### config.mk
export PLATFORM = sky130hd
export DESIGN_NAME = dam_core
export DESIGN_NICKNAME = d
export VERILOG_FILES = /design/src/include/dam_pkg.sv /design/src/core/dam_core.sv
export SDC_FILE = /design/constraint.sdc
export NUM_CORES = 1
export LEC_CHECK = 0
export BUFFER_PORTS_ARGS = -buffer_cell sky130_fd_sc_hd__buf_2
export CORE_ASPECT_RATIO = 0.8
export CORE_MARGIN = 2
export CORE_UTILIZATION = 30
export DETAILED_ROUTE_END_ITERATION = 10
export HOLD_SLACK_MARGIN = 0.08
export PLACE_DENSITY = 0.51
export SYNTH_ARGS = -nofsm -noshare
export SYNTH_HDL_FRONTEND = slang
export SYNTH_SLANG_ARGS = --single-unit
### constraint.sdc
create_clock -name sys_clk -period 2.35 [get_ports sys_clk]
set_input_delay 0.1175 -clock sys_clk [delete_from_list [all_inputs] [get_ports sys_clk]]
set_output_delay 0.1175 -clock sys_clk [all_outputs]
set_load 0.1 [all_outputs]
### src/include/dam_pkg.sv
// constants for the dram address multiplexer, refresh counter and output control
package dam_pkg;
    // ==============================
    // register map
    localparam logic [3:0]  DAM_OFS_CONFIG = 4'h0;
    localparam logic [3:0]  DAM_OFS_STATUS = 4'h4;
    localparam logic [3:0]  DAM_OFS_COUNT  = 4'h8;
    localparam logic [1:0]  DAM_EOC_RESET  = 2'h0;
    localparam int          DAM_ST_EOC_BIT = 9;
    localparam int          DAM_ST_DRV_BIT = 10;
    localparam int          DAM_ST_RFA_BIT = 11;
    localparam int          DAM_ST_CSA_BIT = 12;
    // ==============================
    // end of count values
    localparam logic [8:0]  DAM_EOC_127    = 9'h07f;
    localparam logic [8:0]  DAM_EOC_255    = 9'h0ff;
    localparam logic [8:0]  DAM_EOC_511    = 9'h1ff;
    // ==============================
    // modes
    localparam logic [2:0]  DAM_MODE_EXT_REFRESH_REQUEST_LINE  = 3'h0;
    localparam logic [2:0]  DAM_MODE_AUTO_REFRESH_REQUEST_LINE = 3'h1;
    localparam logic [2:0]  DAM_MODE_BURST     = 3'h2;
    localparam logic [2:0]  DAM_MODE_SET_EOC   = 3'h7;
    // ==============================
    // timing
    localparam int          DAM_CLK_NS     = 20;
    localparam int          DAM_REACT_NS   = 50;
    localparam int          DAM_REACT_INT  = (DAM_REACT_NS + DAM_CLK_NS - 1) / DAM_CLK_NS;
    localparam logic [1:0]  DAM_REACT_CYC  = DAM_REACT_INT[1:0];
endpackage : dam_pkg

### src/core/dam_core.sv
// dram address multiplexer with refresh counter, output control and ahb-lite registers
`timescale 1ns/100ps
`default_nettype none
module dam_core
    import dam_pkg::*;
(
    // clock and reset
    input  wire logic        sys_clk,
    input  wire logic        reset_n,
    input  wire logic        clk_en,
    // system address side
    input  wire logic [8:0]  row_addr_in,
    input  wire logic [8:0]  col_addr_in,
    input  wire logic        bank_select_lo,
    input  wire logic        bank_select_hi,
    input  wire logic        address_latch_strobe,
    // system control side
    input  wire logic [2:0]  mode_select,
    input  wire logic        row_strobe_in,
    input  wire logic        row_col_sel,
    input  wire logic        write_strobe_in,
    input  wire logic        device_select_n,
    // refresh flag open-drain pin
    input  wire logic        refresh_flag_io_in,
    output logic             refresh_flag_io_out,
    output logic             refresh_flag_io_oe,
    // dram side
    output logic [8:0]       mux_address_out,
    output logic             mux_address_oe,
    output logic [3:0]       row_strobe_out_n,
    output logic             col_strobe_out_n,
    output logic             write_strobe_out_n,
    output logic             control_strong_oe,
    // ahb-lite slave
    input  wire logic        hsel,
    input  wire logic [31:0] haddr,
    input  wire logic [1:0]  htrans,
    input  wire logic        hwrite,
    input  wire logic [2:0]  hsize,
    input  wire logic [31:0] hwdata,
    input  wire logic        hready,
    output logic             hreadyout,
    output logic             hresp,
    output logic [31:0]      hrdata
);

    // ==============================
    // state
    typedef struct packed {
        logic [8:0]  row_lat;
        logic [8:0]  col_lat;
        logic [1:0]  bank_lat;
        logic [8:0]  cnt;
        logic [1:0]  eoc_sel;
        logic        refresh_request_line_act;
        logic [1:0]  react;
        logic        cs_act;
        logic        strong_hold;
        logic [8:0]  addr_q;
        logic        addr_oe;
        logic [3:0]  ras_n;
        logic        cas_n;
        logic        we_n;
        logic        ctrl_oe;
        logic        rf_oe;
        logic        dp_wr;
        logic [3:0]  dp_addr;
        logic [31:0] rdata;
    } dam_state_t;

    localparam dam_state_t DAM_STATE_RESET = '{
        row_lat: 9'h000, col_lat: 9'h000, bank_lat: 2'h0, cnt: 9'h000,
        eoc_sel: DAM_EOC_RESET, refresh_request_line_act: 1'b0, react: 2'h0, cs_act: 1'b0,
        strong_hold: 1'b0, addr_q: 9'h000, addr_oe: 1'b0, ras_n: 4'hf,
        cas_n: 1'b1, we_n: 1'b1, ctrl_oe: 1'b0, rf_oe: 1'b0, dp_wr: 1'b0,
        dp_addr: 4'h0, rdata: 32'h0000_0000
    };

    dam_state_t state_reg;
    dam_state_t state_next;

    // ==============================
    // combinational helpers
    logic [8:0] row_eff;
    logic [8:0] col_eff;
    logic [1:0] bank_eff;
    logic [8:0] eoc_val;
    logic       in_refresh;
    logic       refresh_request_line_start;
    logic       refreshing;
    logic       refresh_request_line_done;
    logic       eoc_hit;
    logic       ext_clear;
    logic       selected;
    logic       addr_phase;
    logic       sw_clear;
    logic [31:0] status_word;

    always_comb begin
        // fall-through while strobe high
        row_eff    = address_latch_strobe ? row_addr_in : state_reg.row_lat;
        col_eff    = address_latch_strobe ? col_addr_in : state_reg.col_lat;
        bank_eff   = address_latch_strobe ? {bank_select_hi, bank_select_lo}
                                          : state_reg.bank_lat;
        case (state_reg.eoc_sel)
            2'h0:    eoc_val = DAM_EOC_127;
            2'h1:    eoc_val = DAM_EOC_255;
            default: eoc_val = DAM_EOC_511;
        endcase
        in_refresh = !mode_select[2];
        refresh_request_line_start = in_refresh && !row_strobe_in;
        refreshing = refresh_request_line_start || state_reg.refresh_request_line_act;
        refresh_request_line_done  = state_reg.refresh_request_line_act && (row_strobe_in || mode_select[2]);
        eoc_hit    = (state_reg.cnt == eoc_val);
        ext_clear  = !refresh_flag_io_in && !state_reg.rf_oe;
        selected   = state_reg.cs_act && (state_reg.react == 2'h0);
        addr_phase = hsel && htrans[1] && hready;
        sw_clear   = state_reg.dp_wr && (state_reg.dp_addr == DAM_OFS_COUNT) && hwdata[0];
        status_word = 32'h0000_0000;
        status_word[8:0]            = state_reg.cnt;
        status_word[DAM_ST_EOC_BIT] = eoc_hit;
        status_word[DAM_ST_DRV_BIT] = state_reg.addr_oe;
        status_word[DAM_ST_RFA_BIT] = state_reg.refresh_request_line_act;
        status_word[DAM_ST_CSA_BIT] = selected;
    end

    // ==============================
    // next state
    always_comb begin
        state_next = state_reg;
        if (address_latch_strobe) begin
            state_next.row_lat  = row_addr_in;
            state_next.col_lat  = col_addr_in;
            state_next.bank_lat = {bank_select_hi, bank_select_lo};
        end
        // refresh cycle tracking and counting
        if (refresh_request_line_done) begin
            state_next.refresh_request_line_act = 1'b0;
            state_next.cnt      = state_reg.cnt + 9'h001;
        end else if (refresh_request_line_start) begin
            state_next.refresh_request_line_act = 1'b1;
        end
        if (ext_clear || sw_clear) begin
            state_next.cnt = 9'h000;
        end
        // end of count setup mode takes the bank inputs
        if (mode_select == DAM_MODE_SET_EOC) begin
            state_next.eoc_sel = {bank_select_hi, bank_select_lo};
        end else if (state_reg.dp_wr && state_reg.dp_addr == DAM_OFS_CONFIG) begin
            state_next.eoc_sel = hwdata[1:0];
        end
        // select and reactivation delay
        if (device_select_n) begin
            state_next.cs_act = 1'b0;
            state_next.react  = DAM_REACT_CYC;
        end else begin
            state_next.cs_act = 1'b1;
            if (state_reg.react != 2'h0) begin
                state_next.react = state_reg.react - 2'h1;
            end
        end
        state_next.strong_hold = state_reg.cs_act && device_select_n;
        // address path
        if (in_refresh) begin
            state_next.addr_q = state_reg.cnt;
        end else if (row_col_sel) begin
            state_next.addr_q = row_eff;
        end else begin
            state_next.addr_q = col_eff;
        end
        // row strobes
        if (in_refresh) begin
            state_next.ras_n = {4{row_strobe_in}};
        end else begin
            state_next.ras_n = 4'hf;
            state_next.ras_n[bank_eff] = row_strobe_in;
        end
        state_next.cas_n = in_refresh || row_col_sel || row_strobe_in;
        state_next.we_n  = write_strobe_in;
        // output enables
        if (refreshing) begin
            state_next.addr_oe = 1'b1;
            state_next.ctrl_oe = 1'b1;
        end else if (device_select_n) begin
            state_next.addr_oe = 1'b0;
            state_next.ctrl_oe = state_reg.cs_act;
        end else begin
            state_next.addr_oe = selected;
            state_next.ctrl_oe = selected;
        end
        if (!refreshing && !selected) begin
            state_next.ras_n = 4'hf;
            state_next.cas_n = 1'b1;
            state_next.we_n  = 1'b1;
        end
        // flag pin: low at end of count in mode 2, and in mode 0 only while the row strobe input is low
        state_next.rf_oe = 1'b0;
        if (mode_select == DAM_MODE_BURST) begin
            state_next.rf_oe = eoc_hit;
        end else if (mode_select == DAM_MODE_EXT_REFRESH_REQUEST_LINE) begin
            state_next.rf_oe = eoc_hit && !row_strobe_in;
        end
        // bus slave, zero wait
        state_next.dp_wr = addr_phase && hwrite;
        if (addr_phase) begin
            state_next.dp_addr = haddr[3:0];
            if (haddr[7:0] == {4'h0, DAM_OFS_CONFIG}) begin
                state_next.rdata = {30'h0000_0000, state_reg.eoc_sel};
            end else if (haddr[7:0] == {4'h0, DAM_OFS_STATUS}) begin
                state_next.rdata = status_word;
            end else if (haddr[7:0] == {4'h0, DAM_OFS_COUNT}) begin
                state_next.rdata = {23'h00_0000, state_reg.cnt};
            end else begin
                state_next.rdata = 32'h0000_0000;
            end
            if (haddr[31:4] != 28'h000_0000) begin
                state_next.dp_addr = 4'hc;
                state_next.dp_wr   = 1'b0;
            end
        end
    end

    // power-up and reset leave controls high, addresses floating
    always_ff @(posedge sys_clk or negedge reset_n) begin
        if (!reset_n) begin
            state_reg <= DAM_STATE_RESET;
        end else if (clk_en) begin
            state_reg <= state_next;
        end
    end

    // ==============================
    // outputs
    assign mux_address_out     = state_reg.addr_q;
    assign mux_address_oe      = state_reg.addr_oe;
    assign row_strobe_out_n    = state_reg.ras_n;
    assign col_strobe_out_n    = state_reg.cas_n;
    assign write_strobe_out_n  = state_reg.we_n;
    assign control_strong_oe   = state_reg.ctrl_oe;
    assign refresh_flag_io_oe  = state_reg.rf_oe;
    // open-drain pin only ever sinks
    assign refresh_flag_io_out = 1'b0;
    assign hreadyout           = 1'b1;
    assign hresp               = 1'b0;
    assign hrdata              = state_reg.rdata;
endmodule // dam_core
`default_nettype wire

======== Word-level counts from Yosys, hierarchy flattened ========
Index checks and enable logic that the tools add are counted.
storage, ports and cells
  bits of input ports ..................... 104
  logic and storage cells ................. 101
  register bits ........................... 90
cells by class
  $add $sub $neg .......................... 2
  reductions and logical operators ........ 41
  bitwise logic cells ..................... 2
  muxes and demuxes ....................... 29
  $lt $le $gt $ge ......................... 2
  eq/ne operators ......................... 7
operator list
  operator               number
  $mux W9                7
  $mux W37               1
  $reduce_bool A28 Y1    1
  $mux W13               2
  $pmux W9 S2            1
  $logic_and A1 B1 Y1    13
  $reduce_and A2 Y1      6
  $reduce_bool A2 Y1     5
  $add A9 B1 Y9 const B  1
  $eq A9 B9 Y1           1
  $mux W1                9
  $eq A8 B3 Y1 const B   1
  $eq A8 B4 Y1 const B   1
  $logic_not A8 Y1       1
  $mux W2                4
  $logic_not A1 Y1       6
  $mux W6                1
  $logic_or A1 B1 Y1     5
  $mux W5                1
  $eq A4 B4 Y1 const B   1
  $logic_not A2 Y1       2
  $logic_not A4 Y1       1
  $mux W4                1
  $not A4 Y4             1
  other kinds (10)       10

======== Depth between registers and ports, before layout ========
Gate-level depths: netlist of the first run.
  depth in word-level cells ............... 9
  mapped depth ............................ 6
  gate-level depth less buffers ........... 6

======== Worst setup path before layout of the first run ========
Ideal clock, no wire load.
  path kind ............................... register to register
  start point ............................. register state_reg (netlist bit refresh_flag_io_oe)
  end point ............................... register state_reg[69] (netlist name)
  clock period less this slack ............ 1.865 ns
  setup time .............................. 0.083 ns
  stages on the path, launching flop included .. 4
  arrival time ............................ 1.781 ns
  setup slack ............................. 0.485 ns
  cell sequence ........................... dfrtp_1 o221a_4 or4_1 a21oi_1
between the ends
  word-level cells in the longest chain between the ends .. 5
RTL lines
  what                          RTL line         source
  from (decl)                   dam_core.sv:79   dam_state_t state_reg;
  from (signal assigned)        dam_core.sv:228  state_reg <= state_next;
  $logic_not A1 Y1 (*)          dam_core.sv:115  ext_clear = !refresh_flag_io_in && !state_reg.rf_oe;
  $logic_and A1 B1 Y1 (*)       dam_core.sv:115
  $logic_or A1 B1 Y1 (*)        dam_core.sv:143  if (ext_clear || sw_clear) begin
  $reduce_bool A2 Y1 (no line)  --
  $reduce_and A2 Y1 (no line)   --
Every way passes the cells marked *; elsewhere a longest branch is shown, timed or not.
A chain may end at the register's enable or synchronous reset.

======== Worst setup path in the final report of the first run ========
  start point ............................. register state_reg[33] (netlist name)
  end point ............................... register state_reg[67] (netlist name)
between the ends
  word-level cells in the longest chain between the ends .. 6
RTL lines
  what                                   RTL line         source
  $eq A4 B4 Y1 (*)                       dam_core.sv:118  sw_clear = state_reg.dp_wr && (state_reg.dp_addr == DAM_OFS_COUNT) && hwdata[0];
  $logic_and A1 B1 Y1 (*) (2 in series)  dam_core.sv:118
  $logic_or A1 B1 Y1 (*)                 dam_core.sv:143
  $reduce_bool A2 Y1 (no line)           --
  $reduce_and A2 Y1 (no line)            --
Marks and branches as above.

==> results by group, run 1 <==
Clock network
  – Cts repair resizes: 0
  – Clock root cell: clkbuf_16
  – Reg clk slew, reported paths: 0.06 ns
  – Longest Clk Path Bufs: 2
  – Number of CTS-inserted buffers: 9
  – Clk sinks: 71
  – Worst-Skew Late Latency: roughly 0.34 ns
  – H-tree lvl count: 3
  – CTS tree: yes
  – # Post-CTS Setup Buffers: 0

Cells and area
  – Ratio of cells with drive above 1 in the final layout: a little over a third
  – Largest register FFs: 40
  – Final core utilization: 39.2%
  – ANT cells: 0
  – # nets final: roughly 560
  – Area Growth Syn to Fin: 27.2%
  – Finished Layout Cells: around 630

Setup path
  – CP Cell Sequence: or4b_4 -> o221a_4 -> or4_1 -> a21oi_1
  – Kind of critical path: flip-flop to flip-flop
  – Crit. End Element: flip-flop
  – WP data arrival: 2.20 ns
  – Top Family by Delay on Critical Path: simple AND/OR/NAND/NOR gates
  – CP Data Required Time: around 2.6 ns
  – Max stage delay cell, worst path: or4b_4
  – Max stage delay on crit path: ~0.56 ns
  – Critical path peak fanout: 6
  – Startpoint types: flip-flop
  – Buf+Inv Stages, Crit Path: 0

Synth
  – Post-Synthesis Mean Instance Area: 10.9 sq um
  – Ys Warns: 0
  – Yosys reg bits: between 70 and 80
  – Synth Instances: approximately 350
  – Syn Std Cell Area: approximately 3800 sq um
  – Synth unique cells: 45
  – Seq/Total Area, Yosys: 47.4%

Route
  – Routed vias: 2949
  – Routed wire length: 9220 um
  – First DRT Iteration DRCs: roughly 180
  – DRT Pass-1 Iters: 4
  – Post-route ant nets: 0
  – DRC Markers: 0
  – WL per Instance: about 15 um
  – Via density: 4.72

Outcome
  – Outcome: completed

Global route
  – Largest net degree at the start of global routing: 37
  – Initial antenna violation count: 0
  – Global-route wire length before repair: ~15000 um
  – Gr usage total: 14.1%
  – Number of global-route vias before repair: 2866
  – GRT overflow: 0

STA
  – Worst-margin pin slew: about 0.54 ns
  – Max_slew headroom: a little under two thirds
  – Max Freq: a little over 0.5 GHz
  – Period utilization: 82.4%
  – Clock Skew: a little under 0.006 ns
  – Setup tns final: 0 ns
  – RSZ-0062 raised after global routing: no
  – Fin. Hold Viols: 0
  – Fin crit period: 1.94 ns
  – Slew Limit Fails: 0
  – Setup Viol. Count Final: 0

Die
  – Initial Util: a little under a third
  – Die width: ~130 um
  – Die area: ~13000 sq um
  – I/O pin count: approximately 160
  – FP Rows: 36
  – Die Ht: approximately 100 um
  – Core Footprint: 12200 sq um

Pwr
  – P per Cell Area: a little under 800 nW/um^2
  – PnR Total Power: around 3.8 mW
  – Max rail drop VDD: a little over 0.0005 V
  – Leak: approximately 2.2 nW

Placement
  – Final Wtd Congestion: between 0.7 and 0.8
  – Hpwl dp: 6760 um
  – Placed cells: 584
  – I/O Buffers: 100

Flow run
  – MaxCap Viol Count: 0

Min path
  – Min-Delay Path Class: input port to flip-flop
==> layout make-up <==
class / count / area [sq um]
clock buffer: 13 / 260
fill: 1225 / 7420
multi-input combinational: 227 / 1620
sequential: 71 / 1780
clock inverter: 3 / 67.6
tap: 171 / 214
inverter: 6 / 22.5
timing repair buffer: 134 / 818
==> stage by stage <==
step / hold WS, ns / instance area [sq um] / worst slack, ns
after detailed placement: 0.205 / 4210 / 0.425
after CTS: 0.0801 / 4790 / 0.400
final: 0.0880 / 4790 / 0.414
after global routing: 0.105 / 4790 / 0.367
after floorplan: -0.178 / 3840 / 0.485
after global placement: 0.194 / 4210 / 0.469
==> report_power, final <==
group / switching [mW] / internal (mW) / total, mW
clock: 0.515 / 0.988 / 1.50
sequential: 0.0696 / 1.34 / 1.41
combinational: 0.602 / 0.247 / 0.849
==> repair_timing <==
item                       4_1_cts  5_1_grt
hold buffers                    25        0
setup endpoints to repair        0        0
hold endpoints to repair        89        0
==> final timing paths <==
path                                      startpoint                              end  slack, ns  cells past startpoint
max                        state_reg[33]$_DFFE_PN0P_        state_reg[67]$_DFFE_PN0P_       0.41                      4
min                                   bank_select_hi        state_reg[72]$_DFFE_PN0P_       0.09                      2
max reg2reg                state_reg[33]$_DFFE_PN0P_        state_reg[67]$_DFFE_PN0P_       0.41                      4
min reg2reg                   hrdata[12]$_DFFE_PN0P_           hrdata[12]$_DFFE_PN0P_       0.48                      2
max in group asynchronous                    reset_n  row_strobe_out_n[0]$_DFFE_PN1P_       1.61                      3
min in group asynchronous                    reset_n        state_reg[85]$_DFFE_PN0P_       0.36                      3
==> cells in the final DEF, fill, tap and decap left out, types with 4 or more instances in the layout <==
cell type / Yosys / routed
a31oi_1: 4 / 4
buf_2: 1 / 100
dfstp_2: 6 / 6
or4_1: 4 / 4
a22o_1: 9 / 9
mux2_2: 23 / 23
dlygate4sd3_1: 0 / 25
mux2i_1: 12 / 12
nand3_1: 5 / 5
conb_1: 2 / 22
dfrtp_1: 65 / 65
o21ai_0: 12 / 12
buf_4: 48 / 9
a21oi_1: 25 / 25
nand4_1: 5 / 5
clkbuf_16: 0 / 9
nand2_1: 15 / 15
nor4_1: 8 / 8
nor2_1: 35 / 35
mux4_2: 9 / 9
inv_1: 6 / 6
xnor2_1: 4 / 4
==> per-layer routing <==
| metal | up-vias | GRT usage, % | part of all wire, % |
|---|---|---|---|
| met5 | - | 0 | 0 |
| met4 | 0 | 3.80 | 1.0 |
| met3 | 11 | 4.84 | 5.7 |
| met2 | 76 | 21.4 | 45 |
| met1 | 1472 | 19.1 | 48 |
| li1 | 1390 | - | - |
==> synth_stat cells <==
library cell / number / area (sq um)
nor2b_1: 1 / 6.26
or4_1: 4 / 30.0
o211a_1: 1 / 10.0
mux2i_1: 12 / 120
or3_1: 1 / 6.26
a31oi_1: 4 / 25.0
buf_2: 1 / 5.00
o21a_1: 1 / 7.51
dfrtp_1: 65 / 1630
o21ai_0: 12 / 60.1
nor3_1: 3 / 15.0
mux2_2: 23 / 259
a21oi_1: 25 / 125
nand3b_1: 1 / 7.51
a32oi_1: 2 / 17.5
nor3b_1: 1 / 7.51
o211ai_1: 2 / 15.0
buf_1: 3 / 11.3
a22o_1: 9 / 78.8
o32ai_1: 1 / 8.76
nor4_1: 8 / 50.1
o2bb2ai_1: 1 / 8.76
inv_1: 6 / 22.5
and3b_1: 2 / 17.5
o31ai_1: 3 / 22.5
xor2_1: 3 / 26.3
or4b_4: 1 / 13.8
and4_1: 1 / 8.76
dfstp_2: 6 / 158
a32o_1: 1 / 10.0
nor2_1: 35 / 131
buf_4: 48 / 360
clkbuf_1: 9 / 33.8
nand3_1: 5 / 25.0
a31o_2: 2 / 17.5
nor4b_2: 1 / 15.0
a22oi_1: 1 / 7.51
and2_1: 2 / 12.5
mux4_2: 9 / 203
conb_1: 2 / 7.51
nand4_1: 5 / 31.3
xnor2_1: 4 / 35.0
nand2_1: 15 / 56.3
ha_1: 2 / 25.0
o221a_4: 1 / 20.0
==> kinds of logic after synthesis <==
group                    after synthesis  share of synthesized area, %
multiplexers                          44                          15.5
AO/OA/AOI/OAI                         66                          11.5
buffers and inverters                 67                          11.5
AND/OR/NAND/NOR                       86                          11.5
XOR/XNOR                               7                          1.63
flip-flops                            71                          47.4
adder cells (fa/ha/maj)                2                         0.665
other                                  2                         0.200
Power figures use the tool's default switching activity.
==> inputs of run 2 (changes only) <==
==> constraint.sdc (replaced) <==
create_clock -name sys_clk -period 1.9 [get_ports sys_clk]
set_input_delay 0.095 -clock sys_clk [delete_from_list [all_inputs] [get_ports sys_clk]]
set_output_delay 0.095 -clock sys_clk [all_outputs]
set_load 0.1 [all_outputs]
==> results by group, run 2 (synthesis results as in run 1) <==
STA
  – Max_slew headroom: 62.5% (-1.2 points)
  – Clock Skew: 0.00632 ns (+0.000482 ns)
  – Max Freq: 0.531 GHz (+2.8%)
  – Slew Limit Fails: 0 (unchanged)
  – Period utilization: 99.1% (+17 points)
  – Setup tns final: 0 ns (unchanged)
  – Worst-margin pin slew: 0.558 ns (+0.0182 ns)
  – Setup Viol. Count Final: 0 (unchanged)
  – RSZ-0062 raised after global routing: yes
  – Fin. Hold Viols: 0 (unchanged)
  – Fin crit period: 1.88 ns (-0.0523 ns)
  – Final hold slack: 0.0852 ns (-0.00275 ns)

Clock network
  – # Post-CTS Setup Buffers: 0 (unchanged)
  – Reg clk slew, reported paths: 0.06 ns (about the same)
  – H-tree lvl count: 3 (unchanged)
  – Worst-Skew Late Latency: 0.34 ns (about the same)
  – Clock root cell: clkbuf_16
  – Number of CTS-inserted buffers: 9 (unchanged)
  – Clk sinks: 71 (unchanged)
  – Longest Clk Path Bufs: 2 (unchanged)
  – CTS tree: yes

Setup path
  – Kind of critical path: flip-flop to flip-flop
  – Max stage delay cell, worst path: or4b_4
  – CP Data Required Time: 2.17 ns (-0.44 ns)
  – Worst Reg-to-Reg Cells: 4 (unchanged)
  – Crit. End Element: flip-flop
  – WP data arrival: 2.15 ns (-0.05 ns)
  – Startpoint types: flip-flop
  – Buf+Inv Stages, Crit Path: 0 (unchanged)
  – Critical path peak fanout: 6 (unchanged)
  – Top Family by Delay on Critical Path: simple AND/OR/NAND/NOR gates
  – Critical path depth: 4 (unchanged)
  – Max stage delay on crit path: 0.56 ns (about the same)
  – CP Cell Sequence: or4b_4 -> o221a_4 -> or4_4 -> a21oi_2

Cells and area
  – Largest register FFs: 40 (unchanged)
  – Area Growth Syn to Fin: 27.8%
  – Most common cell after layout, fill and taps aside: buf_2
  – Ratio of cells with drive above 1 in the final layout: 36.8% (+0.28 points)
  – Final core utilization: 39.4% (+0.16 points)
  – ANT cells: 0 (unchanged)
  – Fill cell count: 1205 (-1.6%)
  – Leading cell types in the layout, fill and taps excluded: 100 x buf_2, 65 x dfrtp_1, 35 x nor2_1
  – # nets final: 557 (+0.36%)

Flow run
  – MaxCap Viol Count: 0 (unchanged)

Pwr
  – Sw Ratio: 32.1% (+0.57 points)
  – Leak: 2.22 nW (+0.28%)
  – NetSw: 1.45 mW (+22%)
  – Clock power frac: 37.9% (-2.1 points)
  – Reg power frac: 38.6% (+1.2 points)
  – Cell Int Power: 3.06 mW (+19%)
  – Max rail drop VDD: 0.000444 V (-14%)
  – Comb power frac: 23.5% (+0.9 points)
  – P per Cell Area: 937 nW/um^2 (+19%)

Route
  – Met2 WL post-DR: 4050 um (-2.6%)
  – Routed vias: 2843 (-3.6%)
  – Via density: 4.53 (-3.9%)
  – DRT Pass-1 Iters: 4 (unchanged)
  – Highest metal used: met4
  – Routed wire length: 9110 um (-1.1%)
  – Wire length on met1: 4270 um (-3.7%)
  – WL per Instance: 14.5 um (-1.4%)
  – Post-route ant nets: 0 (unchanged)
  – DRC Markers: 0 (unchanged)
  – Met3 WL post-DR: 646 um (+23%)
  – First DRT Iteration DRCs: 99 (-45%)

Min path
  – Min-Delay Path Class: input port to flip-flop
  – Hold Path Depth: 2 (unchanged)

Global route
  – Largest net degree at the start of global routing: 53 (+43%)
  – Gr usage total: 14.1% (+0.014 points)
  – Number of global-route vias before repair: 2847 (-0.66%)
  – Initial antenna violation count: 0 (unchanged)
  – Global-route wire length before repair: 14600 um (-0.52%)
  – GRT overflow: 0 (unchanged)

Die
  – Core Footprint: 12200 sq um (unchanged)
  – Die area: 13500 sq um (unchanged)
  – FP Rows: 36 (unchanged)
  – Die width: 129 um (unchanged)
  – I/O pin count: 157 (unchanged)
  – Die Ht: 104 um (unchanged)
  – Initial Util: 30.8% (unchanged)

Outcome
  – Outcome: completed

Placement
  – I/O Buffers: 100 (unchanged)
  – Final Wtd Congestion: 0.778 (+1.2%)
  – Hpwl dp: 6770 um (+0.23%)
run 2: changes by cell type in the layout (fill, tap and decap cells not counted), sizes merged:
cell and delta:
bufinv -1, dlygate4sd3 +2, clkinv +1, clkinvlp -1, clkbuf +1
run 2: per-stage QoR:
step	instances	power (mW)	area, sq um	worst slack (ns)
CTS	627	4.57	4790	0.0193
global route	627	4.72	4810	-0.0215
finish	627	4.50	4810	0.0163
floorplan	365	2.61	3840	0.0352
detailed placement	584	2.78	4220	0.00859
global placement	584	2.77	4220	0.0219
run 2: power by group through the flow:
stage          registers [mW]  clock network, mW  logic [mW]
2_1_floorplan            1.80                  0       0.811
3_3_place_gp             1.76                  0        1.01
3_5_place_dp             1.76                  0        1.02
4_1_cts                  1.74               1.76        1.07
5_1_grt                  1.75               1.83        1.13
6_report                 1.74               1.71        1.06
run 2: worst paths after layout:
path,from,endpoint,slack (ns)
setup reg to reg,state_reg[33]$_DFFE_PN0P_,state_reg[69]$_DFFE_PN0P_,0.02
min in group asynchronous,reset_n,state_reg[88]$_DFFE_PN0P_,0.25
hold reg to reg,hrdata[0]$_DFFE_PN0P_,hrdata[0]$_DFFE_PN0P_,0.48
hold / removal,mode_select[2],col_strobe_out_n$_DFFE_PN1P_,0.09
max in group asynchronous,reset_n,write_strobe_out_n$_DFFE_PN1P_,0.94
setup / recovery,state_reg[33]$_DFFE_PN0P_,state_reg[69]$_DFFE_PN0P_,0.02
run 2: layout make-up:
class / count / area, sq um / area share [%]
clock inverter: 2 / 38.8 / 0.807
timing repair buffer: 136 / 851 / 17.7
inverter: 6 / 22.5 / 0.469
sequential: 71 / 1780 / 37.1
tap: 171 / 214 / 4.45
multi-input combinational: 227 / 1630 / 33.9
clock buffer: 14 / 264 / 5.49
run 2: what timing repair did:
item,4_1_cts,5_1_grt
endpoints found under the setup margin,1,7
pin swaps,1,1
gates resized for setup,0,3
hold buffers,27,0
endpoints found under the hold margin,46,0
gates cloned,0,0
run 2: layer usage:
layer	up-vias	GRT usage (%)
met2	81	21.7
met4	0	4.27
met5	-	0
li1	1391	-
met3	14	5.14
met1	1357	18.5
==> inputs of run 3 (changes only) <==
--- a/config.mk
+++ b/config.mk
@@ -10,8 +10,10 @@
 export CORE_MARGIN = 2
 export CORE_UTILIZATION = 30
 export DETAILED_ROUTE_END_ITERATION = 10
+export GPL_TIMING_DRIVEN = 0
 export HOLD_SLACK_MARGIN = 0.08
 export PLACE_DENSITY = 0.51
+export REMOVE_ABC_BUFFERS = 1
 export SYNTH_ARGS = -nofsm -noshare
 export SYNTH_HDL_FRONTEND = slang
 export SYNTH_SLANG_ARGS = --single-unit
==> results by group, run 3 (synthesis results as in run 1) <==
Outcome
  – Outcome: completed

Cells and area
  – Finished Cell Area: 4790 sq um (-0.26%)
  – Most common cell after layout, fill and taps aside: buf_2
  – ANT cells: 0 (unchanged)
  – Ratio of cells with drive above 1 in the final layout: 37.7% (+0.91 points)
  – Area Growth Syn to Fin: 27.4%
  – Leading cell types in the layout, fill and taps excluded: 98 x buf_2, 65 x dfrtp_1, 35 x nor2_1
  – # nets final: 555 (-0.36%)
  – Fill cell count: 1228 (+1.9%)
  – Largest register FFs: 40 (unchanged)

Route
  – WL per Instance: 14.5 um (-0.43%)
  – First DRT Iteration DRCs: 114 (+15%)
  – DRC Markers: 0 (unchanged)
  – Via density: 4.64 (+2.4%)
  – Post-route ant nets: 0 (unchanged)
  – Routed wire length: 9030 um (-0.91%)
  – DRT Pass-1 Iters: 6 (+2)
  – Routed vias: 2896 (+1.9%)

Setup path
  – R2R setup slack: 0.02 ns (about the same)
  – Startpoint types: flip-flop
  – RR Endpoint: state_reg[69]$_DFFE_PN0P_
  – Worst Setup SP: state_reg[34]$_DFFE_PN0P_
  – Launch point of the worst reg-to-reg path: state_reg[34]$_DFFE_PN0P_
  – Crit. End Element: flip-flop
  – CP Data Required Time: 2.16 ns (about the same)
  – WP data arrival: 2.14 ns (about the same)
  – Worst Reg-to-Reg Cells: 4 (unchanged)
  – Kind of critical path: flip-flop to flip-flop
  – Critical path peak fanout: 4 (-2)
  – End point of the critical path: state_reg[69]$_DFFE_PN0P_

Clock network
  – Clk sinks: 71 (unchanged)
  – H-tree lvl count: 3 (unchanged)
  – Number of CTS-inserted buffers: 9 (unchanged)
  – CTS tree: yes
  – Worst-Skew Late Latency: 0.33 ns (about the same)
  – Clock root cell: clkbuf_16
  – Reg clk slew, reported paths: 0.06 ns (about the same)
  – Longest Clk Path Bufs: 2 (unchanged)

Placement
  – Hpwl dp: 6530 um (-3.5%)
  – Area after DPL: 4160 sq um (-1.4%)
  – I/O Buffers: 100 (unchanged)
  – Final Wtd Congestion: 0.754 (-3.0%)

Pwr
  – Max rail drop VDD: 0.000514 V (+16%)
  – Sw Ratio: 33.2% (+1.0 points)
  – Clock power frac: 36.5% (-1.4 points)
  – NetSw: 1.46 mW (+0.79%)
  – Comb power frac: 24.0% (+0.5 points)
  – P per Cell Area: 918 nW/um^2 (-2.0%)
  – Reg power frac: 39.4% (+0.8 points)
  – Cell Int Power: 2.94 mW (-3.7%)
  – Leak: 2.20 nW (-0.62%)

Die
  – I/O pin count: 157 (unchanged)
  – FP Rows: 36 (unchanged)
  – Initial Util: 30.8% (unchanged)
  – Die width: 129 um (unchanged)
  – Core Footprint: 12200 sq um (unchanged)
  – Die Ht: 104 um (unchanged)
  – Die area: 13500 sq um (unchanged)

STA
  – RSZ-0062 raised after global routing: yes
  – Period utilization: 99.1% (about the same)
  – Worst-margin pin slew: 0.848 ns (+0.290 ns)
  – Slew Limit Fails: 0 (unchanged)
  – Setup tns final: 0 ns (unchanged)
  – Final hold slack: 0.104 ns (+0.0188 ns)
  – Max Freq: 0.531 GHz (about the same)
  – Fin. Hold Viols: 0 (unchanged)
  – Max_slew headroom: 43.3% (-19 points)
  – Fin crit period: 1.88 ns (-0.000204 ns)
  – Clock Skew: 0.00544 ns (-0.000882 ns)
  – Setup Viol. Count Final: 0 (unchanged)

Min path
  – Worst Min Path Start: haddr[2]
  – Hold Path Depth: 3 (+1)
  – Min-Delay Path Class: input port to flip-flop

Global route
  – Largest net degree at the start of global routing: 48 (-9.4%)
  – Gr usage total: 13.6% (-0.48 points)
  – Initial antenna violation count: 0 (unchanged)
  – Global-route wire length before repair: 14200 um (-3.2%)
  – Number of global-route vias before repair: 2860 (+0.46%)
  – GRT overflow: 0 (unchanged)

Flow run
  – MaxCap Viol Count: 0 (unchanged)
run 3: area by class of cell:
cell class	count	area (sq um)	area share, %
flip-flops and latches	71	1780	37.2
multi-input cells	227	1650	34.4
repair buffers	134	841	17.5
clock buffers	12	267	5.56
well taps	171	214	4.46
inverters	6	22.5	0.470
clock inverters	3	17.5	0.365
run 3: repair_timing:
item	in CTS	in global routing
pin swaps	3	3
hold buffers	27	0
endpoints found under the hold margin	58	0
endpoints found under the setup margin	24	34
buffers inserted	4	2
gates resized for setup	1	6
run 3: how the worst min path moves through the flow:
stage                                          to  slack [ns]
global placement        state_reg[77]$_DFFE_PN0P_        0.34
CTS                     state_reg[34]$_DFFE_PN0P_        0.09
global route         col_strobe_out_n$_DFFE_PN1P_        0.12
finish                  state_reg[34]$_DFFE_PN0P_        0.10
detailed placement         hrdata[12]$_DFFE_PN0P_        0.08
floorplan           control_strong_oe$_DFFE_PN0P_       -0.20
run 3: power by group through the flow:
stage	sequential (mW)	clock [mW]	combinational (mW)
after floorplan	2.04	0	0.460
after global placement	1.75	0	0.995
after detailed placement	1.76	0	1.02
after CTS	1.74	1.65	1.07
after global routing	1.75	1.71	1.13
final	1.74	1.61	1.06
run 3: worst max-delay path, cell delays in order, from the launching register on:
cell and delay (ns):
dfrtp_1 0.38, or4b_4 0.56, o221a_4 0.26, or4_1 0.47, a21oi_1 0.14
run 3: routing by layer:
metal  global-route usage (%)  share of wire, %
met1                     17.6                46
met2                     21.2                45
met3                     4.68               7.4
met4                     4.58               1.3
met5                        0                 0
run 3: through the flow:
step	setup WS, ns	utilization, %	total power [mW]	instances
2_1_floorplan	0.0352	-	2.50	304
3_3_place_gp	-0.957	33.9	2.75	575
3_5_place_dp	-1.03	34.1	2.78	576
4_1_cts	0.00537	39.0	4.45	622
5_1_grt	-0.0279	39.3	4.59	624
6_report	0.0165	39.3	4.40	624
